### src/pkg/lane_cfg_pkg.sv
// Purpose: Constants for the lane output and detect configuration bank
// Assumes: Byte registers on a 32-bit classic Wishbone bus, one word each
// Notes: Register index times four gives the byte address
package lane_cfg_pkg;
  localparam int unsigned ADDR_W = 8;
  localparam int unsigned DATA_W = 32;
  // Register indices
  localparam logic [7:0] IDX_DEEMPHASIS = 8'h26;
  localparam logic [7:0] IDX_DETECT_THRESHOLD = 8'h27;
  localparam logic [7:0] IDX_DETECT_CONTROL = 8'h28;
  localparam logic [7:0] IDX_RESERVED_A = 8'h29;
  localparam logic [7:0] IDX_RESERVED_B = 8'h2a;
  localparam logic [7:0] IDX_OVERRIDE = 8'h08;
  // Reset values
  localparam logic [7:0] RST_DEEMPHASIS = 8'h02;
  localparam logic [7:0] RST_DETECT_THRESHOLD = 8'h00;
  localparam logic [7:0] RST_DETECT_CONTROL = 8'h4c;
  localparam logic [7:0] RST_OVERRIDE = 8'h00;
  // Field positions
  localparam int unsigned POS_TERM_DETECT = 7;
  localparam int unsigned POS_DEEMPH_LSB = 0;
  localparam int unsigned POS_ASSERT_LSB = 2;
  localparam int unsigned POS_DEASSERT_LSB = 0;
  localparam int unsigned POS_OVERRIDE = 6;
  localparam int unsigned POS_HIGH_RANGE_LO = 5;
  localparam int unsigned POS_HIGH_RANGE_HI = 4;
  localparam int unsigned POS_FAST_LO = 3;
  localparam int unsigned POS_FAST_HI = 2;
  localparam int unsigned POS_REDUCED_LO = 1;
  localparam int unsigned POS_REDUCED_HI = 0;
  // Writable masks
  localparam logic [7:0] MASK_DEEMPHASIS = 8'h07;
  localparam logic [7:0] MASK_DETECT_THRESHOLD = 8'h0f;
  localparam logic [7:0] MASK_DETECT_CONTROL = 8'hff;
  localparam logic [7:0] MASK_OVERRIDE = 8'hff;
  // Decoded settings in tenths of dB and mVp-p
  localparam logic [7:0] DEEMPH_TENTHS_DB [8] = '{8'd0, 8'd15, 8'd35, 8'd50,
                                                 8'd60, 8'd80, 8'd90, 8'd120};
  localparam logic [7:0] ASSERT_MV [4] = '{8'd50, 8'd40, 8'd75, 8'd58};
  localparam logic [7:0] DEASSERT_MV [4] = '{8'd37, 8'd22, 8'd55, 8'd45};
  localparam int unsigned SYNC_STAGES = 3;
endpackage : lane_cfg_pkg

### src/rtl/lane_output_and_detect_config.sv
// Purpose: Register bank for one lane's de-emphasis and detect thresholds
// Assumes: Classic Wishbone slave, 32-bit data, registers in byte lane 0
// Notes: Analog settings leave as decoded codes and flags

// Behaviour
// - Bit 7 of the de-emphasis register reads the live termination-detect result.
// - The 3-bit de-emphasis field decodes 0 to -12 dB and resets to 010.
// - The assert threshold field in bits 3:2 decodes 50/40/75/58 mVp-p, default 00.
// - The de-assert threshold field in bits 1:0 decodes 37/22/55/45 mVp-p, default 00.
// - Register thresholds apply only while override bit 6 of register 0x08 is set.
// - Detect control bits 5 and 4 enable high threshold range for lanes 0-3 and 4-7.
// - Detect control bits 3 and 2 enable fast detection for lanes 0-3 and 4-7.
// - Detect control bits 1 and 0 enable reduced detect gain for lanes 0-3 and 4-7.
module lane_output_and_detect_config #(
  parameter int unsigned LANE_GROUP = 0
) (
  input wire logic i_clk,
  input wire logic i_reset,
  input wire logic i_wb_cyc,
  input wire logic i_wb_stb,
  input wire logic i_wb_we,
  input wire logic [9:0] i_wb_adr,
  input wire logic [3:0] i_wb_sel,
  input wire logic [31:0] i_wb_dat,
  output logic [31:0] o_wb_dat,
  output logic o_wb_ack,
  output logic o_wb_err,
  input wire logic i_termination_detect,
  input wire logic [1:0] i_threshold_pin_assert,
  input wire logic [1:0] i_threshold_pin_deassert,
  output logic [2:0] o_output_deemphasis,
  output logic [7:0] o_deemphasis_tenths_db,
  output logic [1:0] o_assert_threshold,
  output logic [1:0] o_deassert_threshold,
  output logic [7:0] o_assert_mv,
  output logic [7:0] o_deassert_mv,
  output logic o_threshold_from_register,
  output logic o_high_range,
  output logic o_fast_detect,
  output logic o_reduced_gain
);
  // Only two lane groups share the control register
  if (LANE_GROUP > 1) begin : g_bad_group
    $error("LANE_GROUP must be 0 or 1");
  end

  typedef struct packed {
    logic [7:0] deemphasis;
    logic [7:0] threshold;
    logic [7:0] control;
    logic [7:0] override;
    logic [31:0] rdata;
    logic ack;
    logic err;
    logic [2:0] out_deemph;
    logic [1:0] out_assert;
    logic [1:0] out_deassert;
    logic [7:0] assert_mv;
    logic [7:0] deassert_mv;
    logic [7:0] deemph_db;
    logic from_reg;
    logic high_range;
    logic fast;
    logic reduced;
  } bank_s;

  bank_s state;
  bank_s next_state;
  logic term_level;
  logic request;
  logic [7:0] index;
  logic known;

  // Pin level arrives from the analog detector, outside the clock domain
  pin_sync u_term_sync (
    .i_clk(i_clk),
    .i_reset(i_reset),
    .i_pin(i_termination_detect),
    .o_level(term_level)
  );

  function automatic logic [7:0] merge(input logic [7:0] old, input logic [7:0] wdata,
                                       input logic [7:0] mask);
    merge = (old & ~mask) | (wdata & mask);
  endfunction : merge

  function automatic logic pick(input logic [7:0] ctl, input int unsigned lo_pos,
                                input int unsigned hi_pos);
    pick = (LANE_GROUP == 0) ? ctl[lo_pos] : ctl[hi_pos];
  endfunction : pick

  assign request = i_wb_cyc && i_wb_stb && !state.ack && !state.err;
  assign index = i_wb_adr[9:2];
  assign known = (index == lane_cfg_pkg::IDX_DEEMPHASIS)
              || (index == lane_cfg_pkg::IDX_DETECT_THRESHOLD)
              || (index == lane_cfg_pkg::IDX_DETECT_CONTROL)
              || (index == lane_cfg_pkg::IDX_RESERVED_A)
              || (index == lane_cfg_pkg::IDX_RESERVED_B)
              || (index == lane_cfg_pkg::IDX_OVERRIDE);

  always_comb begin
    next_state = state;
    next_state.ack = 1'b0;
    next_state.err = 1'b0;
    if (request) begin
      next_state.ack = known;
      next_state.err = !known;
      next_state.rdata = 32'h0000_0000;
      if (known && i_wb_we && i_wb_sel[0]) begin
        unique case (index)
          lane_cfg_pkg::IDX_DEEMPHASIS: begin
            // Bit 7 is not stored
            next_state.deemphasis = merge(state.deemphasis, i_wb_dat[7:0],
                                          lane_cfg_pkg::MASK_DEEMPHASIS);
          end
          lane_cfg_pkg::IDX_DETECT_THRESHOLD: begin
            next_state.threshold = merge(state.threshold, i_wb_dat[7:0],
                                         lane_cfg_pkg::MASK_DETECT_THRESHOLD);
          end
          lane_cfg_pkg::IDX_DETECT_CONTROL: begin
            next_state.control = merge(state.control, i_wb_dat[7:0],
                                       lane_cfg_pkg::MASK_DETECT_CONTROL);
          end
          lane_cfg_pkg::IDX_OVERRIDE: begin
            next_state.override = merge(state.override, i_wb_dat[7:0],
                                        lane_cfg_pkg::MASK_OVERRIDE);
          end
          default: begin
            // Reserved words accept and drop writes
          end
        endcase
      end
      if (known && !i_wb_we) begin
        unique case (index)
          lane_cfg_pkg::IDX_DEEMPHASIS: begin
            next_state.rdata[7:0] = state.deemphasis;
            next_state.rdata[lane_cfg_pkg::POS_TERM_DETECT] = term_level;
          end
          lane_cfg_pkg::IDX_DETECT_THRESHOLD: begin
            next_state.rdata[7:0] = state.threshold;
          end
          lane_cfg_pkg::IDX_DETECT_CONTROL: begin
            next_state.rdata[7:0] = state.control;
          end
          lane_cfg_pkg::IDX_OVERRIDE: begin
            next_state.rdata[7:0] = state.override;
          end
          default: begin
            next_state.rdata = 32'h0000_0000;
          end
        endcase
      end
    end

    // Outputs follow stored fields one cycle later
    next_state.out_deemph = state.deemphasis[lane_cfg_pkg::POS_DEEMPH_LSB +: 3];
    next_state.deemph_db = lane_cfg_pkg::DEEMPH_TENTHS_DB[next_state.out_deemph];
    next_state.from_reg = state.override[lane_cfg_pkg::POS_OVERRIDE];
    if (next_state.from_reg) begin
      next_state.out_assert = state.threshold[lane_cfg_pkg::POS_ASSERT_LSB +: 2];
      next_state.out_deassert = state.threshold[lane_cfg_pkg::POS_DEASSERT_LSB +: 2];
    end else begin
      // Pin straps govern until software takes over
      next_state.out_assert = i_threshold_pin_assert;
      next_state.out_deassert = i_threshold_pin_deassert;
    end
    next_state.assert_mv = lane_cfg_pkg::ASSERT_MV[next_state.out_assert];
    next_state.deassert_mv = lane_cfg_pkg::DEASSERT_MV[next_state.out_deassert];
    next_state.high_range = pick(state.control, lane_cfg_pkg::POS_HIGH_RANGE_LO,
                                 lane_cfg_pkg::POS_HIGH_RANGE_HI);
    next_state.fast = pick(state.control, lane_cfg_pkg::POS_FAST_LO,
                           lane_cfg_pkg::POS_FAST_HI);
    next_state.reduced = pick(state.control, lane_cfg_pkg::POS_REDUCED_LO,
                              lane_cfg_pkg::POS_REDUCED_HI);
  end

  always_ff @(posedge i_clk) begin
    if (i_reset) begin
      state <= '0;
      state.deemphasis <= lane_cfg_pkg::RST_DEEMPHASIS;
      state.threshold <= lane_cfg_pkg::RST_DETECT_THRESHOLD;
      state.control <= lane_cfg_pkg::RST_DETECT_CONTROL;
      state.override <= lane_cfg_pkg::RST_OVERRIDE;
    end else begin
      state <= next_state;
    end
  end

  // Pin thresholds are not synchronised: treated as static straps
  assign o_wb_dat = state.rdata;
  assign o_wb_ack = state.ack;
  assign o_wb_err = state.err;
  assign o_output_deemphasis = state.out_deemph;
  assign o_deemphasis_tenths_db = state.deemph_db;
  assign o_assert_threshold = state.out_assert;
  assign o_deassert_threshold = state.out_deassert;
  assign o_assert_mv = state.assert_mv;
  assign o_deassert_mv = state.deassert_mv;
  assign o_threshold_from_register = state.from_reg;
  assign o_high_range = state.high_range;
  assign o_fast_detect = state.fast;
  assign o_reduced_gain = state.reduced;
endmodule : lane_output_and_detect_config

### src/rtl/pin_sync.sv
// Purpose: Three-stage synchroniser for a pin level
// Assumes: Input asynchronous to i_clk
// Notes: Output changes only when stages two and three agree
module pin_sync (
  input wire logic i_clk,
  input wire logic i_reset,
  input wire logic i_pin,
  output logic o_level
);
  typedef struct packed {
    logic [2:0] stage;
    logic level;
  } sync_s;
  sync_s state;
  sync_s next_state;

  always_comb begin
    next_state = state;
    next_state.stage = {state.stage[1:0], i_pin};
    // First stage feeds only the second
    if (state.stage[1] == state.stage[2]) begin
      next_state.level = state.stage[2];
    end
  end

  always_ff @(posedge i_clk) begin
    if (i_reset) begin
      state <= '0;
    end else begin
      state <= next_state;
    end
  end

  assign o_level = state.level;
endmodule : pin_sync

### config.mk
export PLATFORM = sky130hd
export DESIGN_NAME = lane_output_and_detect_config
export DESIGN_NICKNAME = d
export VERILOG_FILES = /design/src/pkg/lane_cfg_pkg.sv /design/src/rtl/lane_output_and_detect_config.sv /design/src/rtl/pin_sync.sv
export SDC_FILE = /design/constraint.sdc
export NUM_CORES = 1
export LEC_CHECK = 0
export BUFFER_PORTS_ARGS = -buffer_cell sky130_fd_sc_hd__buf_2
export CAP_MARGIN = 20
export CORE_MARGIN = 1
export CORE_UTILIZATION = 48
export DETAILED_ROUTE_END_ITERATION = 10
export PLACE_DENSITY = 0.88
export SYNTH_ARGS = -nofsm -noshare
export SYNTH_HDL_FRONTEND = slang
export SYNTH_HIERARCHICAL = 1
export SYNTH_SLANG_ARGS = --single-unit
### constraint.sdc
create_clock -name i_clk -period 2.02 [get_ports i_clk]
set_input_delay 0.101 -clock i_clk [delete_from_list [all_inputs] [get_ports i_clk]]
set_output_delay 0.101 -clock i_clk [all_outputs]
set_load 0.02 [all_outputs]
-- Word-level counts from Yosys, hierarchy flattened
Memory sizes are Yosys's and may differ from the RTL's. A register that Yosys moved wholly into a read port is not among the register bits.
Cells that the tools add are included.
- multiplexer cells: 9
- bitwise gates (word level): 6
- order comparisons: 2
- equality and inequality tests: 7
- reduce and logical (&&, ||, !) cells: 20
- operator list (cell ; count):
    8-bit by 6-bit == test with 1-bit output, second input constant ; 5
    8-bit two-way mux ; 5
    8-bit binary-select mux with 2-bit select ; 2
    8-bit one-hot mux with 4 select lines ; 1
    3-bit AND reduction ; 4
    8-bit by 4-bit == test with 1-bit output, second input constant ; 1
    8-bit by 3-bit OR with 8-bit output ; 1
    8-bit by 4-bit OR with 8-bit output ; 1
    3-bit >= comparator, second input constant ; 2
    1-bit logical AND ; 6
    2-bit inverter with 3-bit output ; 2
    1-bit logical OR ; 5
    1-bit zero test ; 4
    4-bit two-way mux ; 1
    3-bit inverter with 4-bit output ; 1
    2-bit OR reduction ; 1
    1-bit == test ; 1
    1-bit inverter ; 1
- flip-flop bits (word level): 97
- memory bits (read-only): 64
- memories: 1
- output and inout port bits: 69
- memory list (name ; depth ; width ; read ports ; clocked after Yosys merged registers in ; write ports ; RTL line ; text):
    (no name shown) ; 8 ; 8 ; 1 ; 1 ; 0 ; lane_output_and_detect_config.sv:157 ; next_state.deemph_db = lane_cfg_pkg::DEEMPH_TENTHS_DB[next_state.out_deemph];

-- Longest topological paths before layout
- depth in word-level cells: 9
- gate-level depth with buffers: 7
- mapped depth without buffers: 4

-- Cells and area by module
Netlist, hierarchy kept.
- by module, submodules not included (module ; area an instance (µm²) ; seq. area each (µm²) ; times used ; cells an instance):
    lane_output_and_detect_config ; 2870.3 ; 1201.2 ; 1 ; 292
    pin_sync ; 112.6 ; 80.1 ; 1 ; 10

-- Worst setup path after synthesis
OpenSTA, ideal clock, no wires.
- kind: input to register
- start: input port i_wb_adr[2]
- end: register state, in the netlist next_state[1]
- stages: 7
- slack: 0.205 ns
- buffers on the path: 3
- data arrival time: 1.698 ns
- library setup time: 0.118 ns
- cells stage by stage: buf_6 or4b_4 buf_6 or4_1 buf_4 mux2i_1 nand2_1
- cells in the longest elaborated chain, start to end: 9
- elaborated cells on any way between the ends: 14
- classes of those cells: 6 x eq/ne; 8 x reduce/logical
- ends and longest elaborated chain (element ; RTL line ; text):
    start, declared ; lane_output_and_detect_config.sv:22 ; input wire logic [9:0] i_wb_adr,
    8-bit by 6-bit == test with 1-bit output, on equally long branches ; lane_output_and_detect_config.sv:94, lane_output_and_detect_config.sv:95 ;
    1-bit logical OR ; lane_output_and_detect_config.sv:95 ; || (index == lane_cfg_pkg::IDX_DETECT_THRESHOLD)
    1-bit logical OR ; lane_output_and_detect_config.sv:96 ; || (index == lane_cfg_pkg::IDX_DETECT_CONTROL)
    1-bit logical OR ; lane_output_and_detect_config.sv:97 ; || (index == lane_cfg_pkg::IDX_RESERVED_A)
    1-bit logical OR ; lane_output_and_detect_config.sv:98 ; || (index == lane_cfg_pkg::IDX_RESERVED_B)
    1-bit logical OR ; lane_output_and_detect_config.sv:99 ; || (index == lane_cfg_pkg::IDX_OVERRIDE);
    1-bit logical AND (2 in series) ; lane_output_and_detect_config.sv:109 ; if (known && i_wb_we && i_wb_sel[0]) begin
    3-bit AND reduction (no source line) * ; -- ;
    end signal, assigned ; lane_output_and_detect_config.sv:185 ; state <= next_state;
    end, declared ; lane_output_and_detect_config.sv:67 ; bank_s state;
Every way passes the cells marked *; elsewhere a longest branch is shown, timed or not.
A chain may end at the register's enable or synchronous reset.

-- Final worst setup path
- start: register state, in the netlist o_wb_err
- end: register state, in the netlist o_wb_dat[3]
- cells in the longest elaborated chain, start to end: 2
- ends and longest elaborated chain (element ; RTL line ; text):
    1-bit zero test ; lane_output_and_detect_config.sv:92 ; assign request = i_wb_cyc && i_wb_stb && !state.ack && !state.err;
    1-bit logical AND ; lane_output_and_detect_config.sv:92 ;
No other way between the ends.

==> results.md <==
* Critical path arrival at about 2 ns
* Syn_area_per_cell at 9.877 µm²
* WP data required at about 2.3 ns
* Setup crit end kind: flop
* Final worst slack at 0.2826 ns
* Status: complete, no violations
* Die X at between 80 and 90 µm
* DR WL/cell at 12.82 µm
* DRT Pass-1 Iters at 4
* Synthesized area at 2983 µm²
* Min-delay worst type: input port to flop
* Die area at 6533 µm²
* Area of the multi-input gates at 1229 µm²
* Remaining global-route overflow at 0
* IO Port Bufs at 66
* First-pass GRT wire length at 8597 µm
* Ys async rst share at 0%
* Vias in the first global route at 1816
* EDFF count, synth at 0
* Utilization after layout at 54.50%
* Total GRT Usage at between 10% and 20%
* Synth Instances at 302
* Worst slack, placed at 0.1975 ns
* Final Setup Violations at 0
* # rows at 28
* Die Ht at 80.83 µm
* Layout area overhead at 8.809%
* Hold Violations, Final at 0
* Gpl congestion at 0.7896
* Via density at 4.748
* Max Fclk at 575.6 MHz
* Synth area leader: dfxtp_1
* RSZ-0062 raised after global routing: no
* Commonest non-fill, non-tap cell in the layout: buf_2
* Clock sinks at 64
* Latest clock arrival within the worst-skew pair at 0.33 ns
* DRC viols at 0
* Flops & latches, synth at between 60 and 70
* Total Wirelength at 5386 µm
* Pleak at 0.001607 µW
* Yosys top cell area share at 42.95%
* ANT cells at 0
* Cell Pwr Density at 783.7 nW/µm²
* CTS tree: yes
* Post-synth top flop: dfxtp_1
* Final min period at 1.737 ns
* Nets at 410
* Via Count at around 2000
* Post-CTS setup buffer count at 0
* Register area share after synthesis at 42.95%
* Clk slew on worst S/H paths at about 0.060 ns
* Share of layout cells above drive strength 1 at roughly 28%
* CTS Root Cell: clkbuf_8
* Largest net degree at the start of global routing at 51
* Cts bufs inserted at 9
* Main area contributors after synthesis: dfxtp_1 43%, buf_4 16%, mux2i_1 11%
* Post-DP HPWL at 3865 µm
* WS Path Type: flop to flop
* Final period utilization at 86.01%
* CP max FO at 6
* Slew headroom at roughly 64%
* Placed Instances at a little over 400
* Worst-Margin Slew at approximately 0.54 ns
* Setup TNS at 0 ns
* # H-tree levels at 3
* YS warnings at 6
* # Max-Cap Violations at 0
* Finished Layout Cells at 420
* Routed Antenna Nets at 0
* # fillers at about 560
* CP Launch Type: flop
* Hold WS at 0.01926 ns
* Register Area at around 1300 µm²
* Starting Density at about half
* # IOs at 125
* Worst Skew at 0.007269 ns
* DR iter-0 viols at between 100 and 150
* Cell variety after synth at 41
* Most frequent cells in the layout: 66 x buf_2, 64 x dfxtp_1, 40 x nor2_1
* VDD IR-drop max at 435.2 µV
* Antenna violations before repair at 0
* Longest Clk Path Bufs at 2
* Core Region at between 5000 and 6000 µm²
* Max Slew Vio Count at 0
## registers in the layout, summed over array words and instances (netlist names), 2 cells and up
| register | flops |
|---|---|
| next_state | 7 |
| o_assert_mv | 5 |
| o_assert_threshold | 2 |
| o_deassert_mv | 4 |
| o_deassert_threshold | 2 |
| o_deemphasis_tenths_db | 7 |
| o_output_deemphasis | 3 |
| o_wb_dat | 8 |
| state | 16 |
| u_term_sync/next_state | 2 |
## through the flow
step / area [µm²] / power (µW)
final: 3246 / 2544
after global routing: 3246 / 2656
after CTS: 3246 / 2574
after detailed placement: 3050 / 1553
after global placement: 3050 / 1548
after floorplan: 3088 / 1549
## metal layers
| metal | global-route usage [%] | routed length, µm | vias to the layer above |
|---|---|---|---|
| met5 | 0 | 0 | - |
| met3 | 5.056 | 284 | 9 |
| met1 | 20.66 | 2402 | 929 |
| met2 | 30.00 | 2631 | 61 |
| met4 | 8.571 | 67 | 0 |
| li1 | - | - | 995 |
## final timing paths
kind | to | start | depth (start not counted) | slack (ns)
worst max register to register | o_wb_dat[3]$_SDFFE_PP0P_ | o_wb_err$_SDFF_PP0_ | 4 | 0.28
worst min register to register | u_term_sync/next_state[3]$_SDFF_PP0_ | u_term_sync/next_state[2]$_SDFF_PP0_ | 1 | 0.45
worst min-delay path | next_state[1]$_SDFFE_PP1P_ | i_wb_dat[3] | 3 | 0.02
worst max-delay path | o_wb_dat[3]$_SDFFE_PP0P_ | o_wb_err$_SDFF_PP0_ | 4 | 0.28
## power breakdown
group	leakage [µW]	total [µW]	internal (µW)	switching, µW
Sequential	0.000522	1290	1290	6.49
Clock	0.0000884	1010	584	431
Combinational	0.000997	236	73.9	162
Total	0.00161	2540	1940	599
## repair_timing
action,in CTS,in global routing
gates resized for setup,0,0
hold buffers,2,0
endpoints found under the setup margin,0,0
endpoints found under the hold margin,2,0
## layout make-up
type / count / share of cell area [%]
Tap cell: 75 / 2.891
Clock inverter: 1 / 0.9252
Timing Repair Buffer: 79 / 13.34
Multi-Input combinational cell: 180 / 37.86
Sequential cell: 64 / 39.48
Clock buffer: 12 / 4.472
Inverter: 9 / 1.041
## kinds of logic (layout without fill, tap and decap cells)
kind of cell    count (synthesis)  after routing  share of synthesized area, %
compound gates                 22             22                         5.704
fa+ha+maj                      12             12                         4.950
buf+inv                        86            101                         19.38
flops                          64             64                         42.95
mux                            38             38                         12.96
other cells                     1             29                        0.1257
simple gates                   79             79                         13.93
## critical path: stages (launching register included)
cell	delay [ns]
dfxtp_1	0.30
nand4bb_1	0.31
nand2b_1	0.26
a2111oi_2	0.56
a22o_1	0.24
## Yosys cell counts (2+ instances only)
cell type / number
dfxtp_1: 64
inv_1: 8
ha_1: 11
buf_4: 64
buf_1: 3
a211oi_1: 3
mux2_2: 5
or4_1: 2
nand3_1: 2
a21oi_1: 2
a22oi_1: 3
o22ai_1: 4
nor3_1: 2
nor2_1: 40
a22o_1: 5
and2_1: 2
nand2_1: 8
nand4b_1: 2
nor2b_1: 10
clkbuf_1: 8
buf_6: 2
mux2i_1: 33
(Power assumes the default switching activity.)
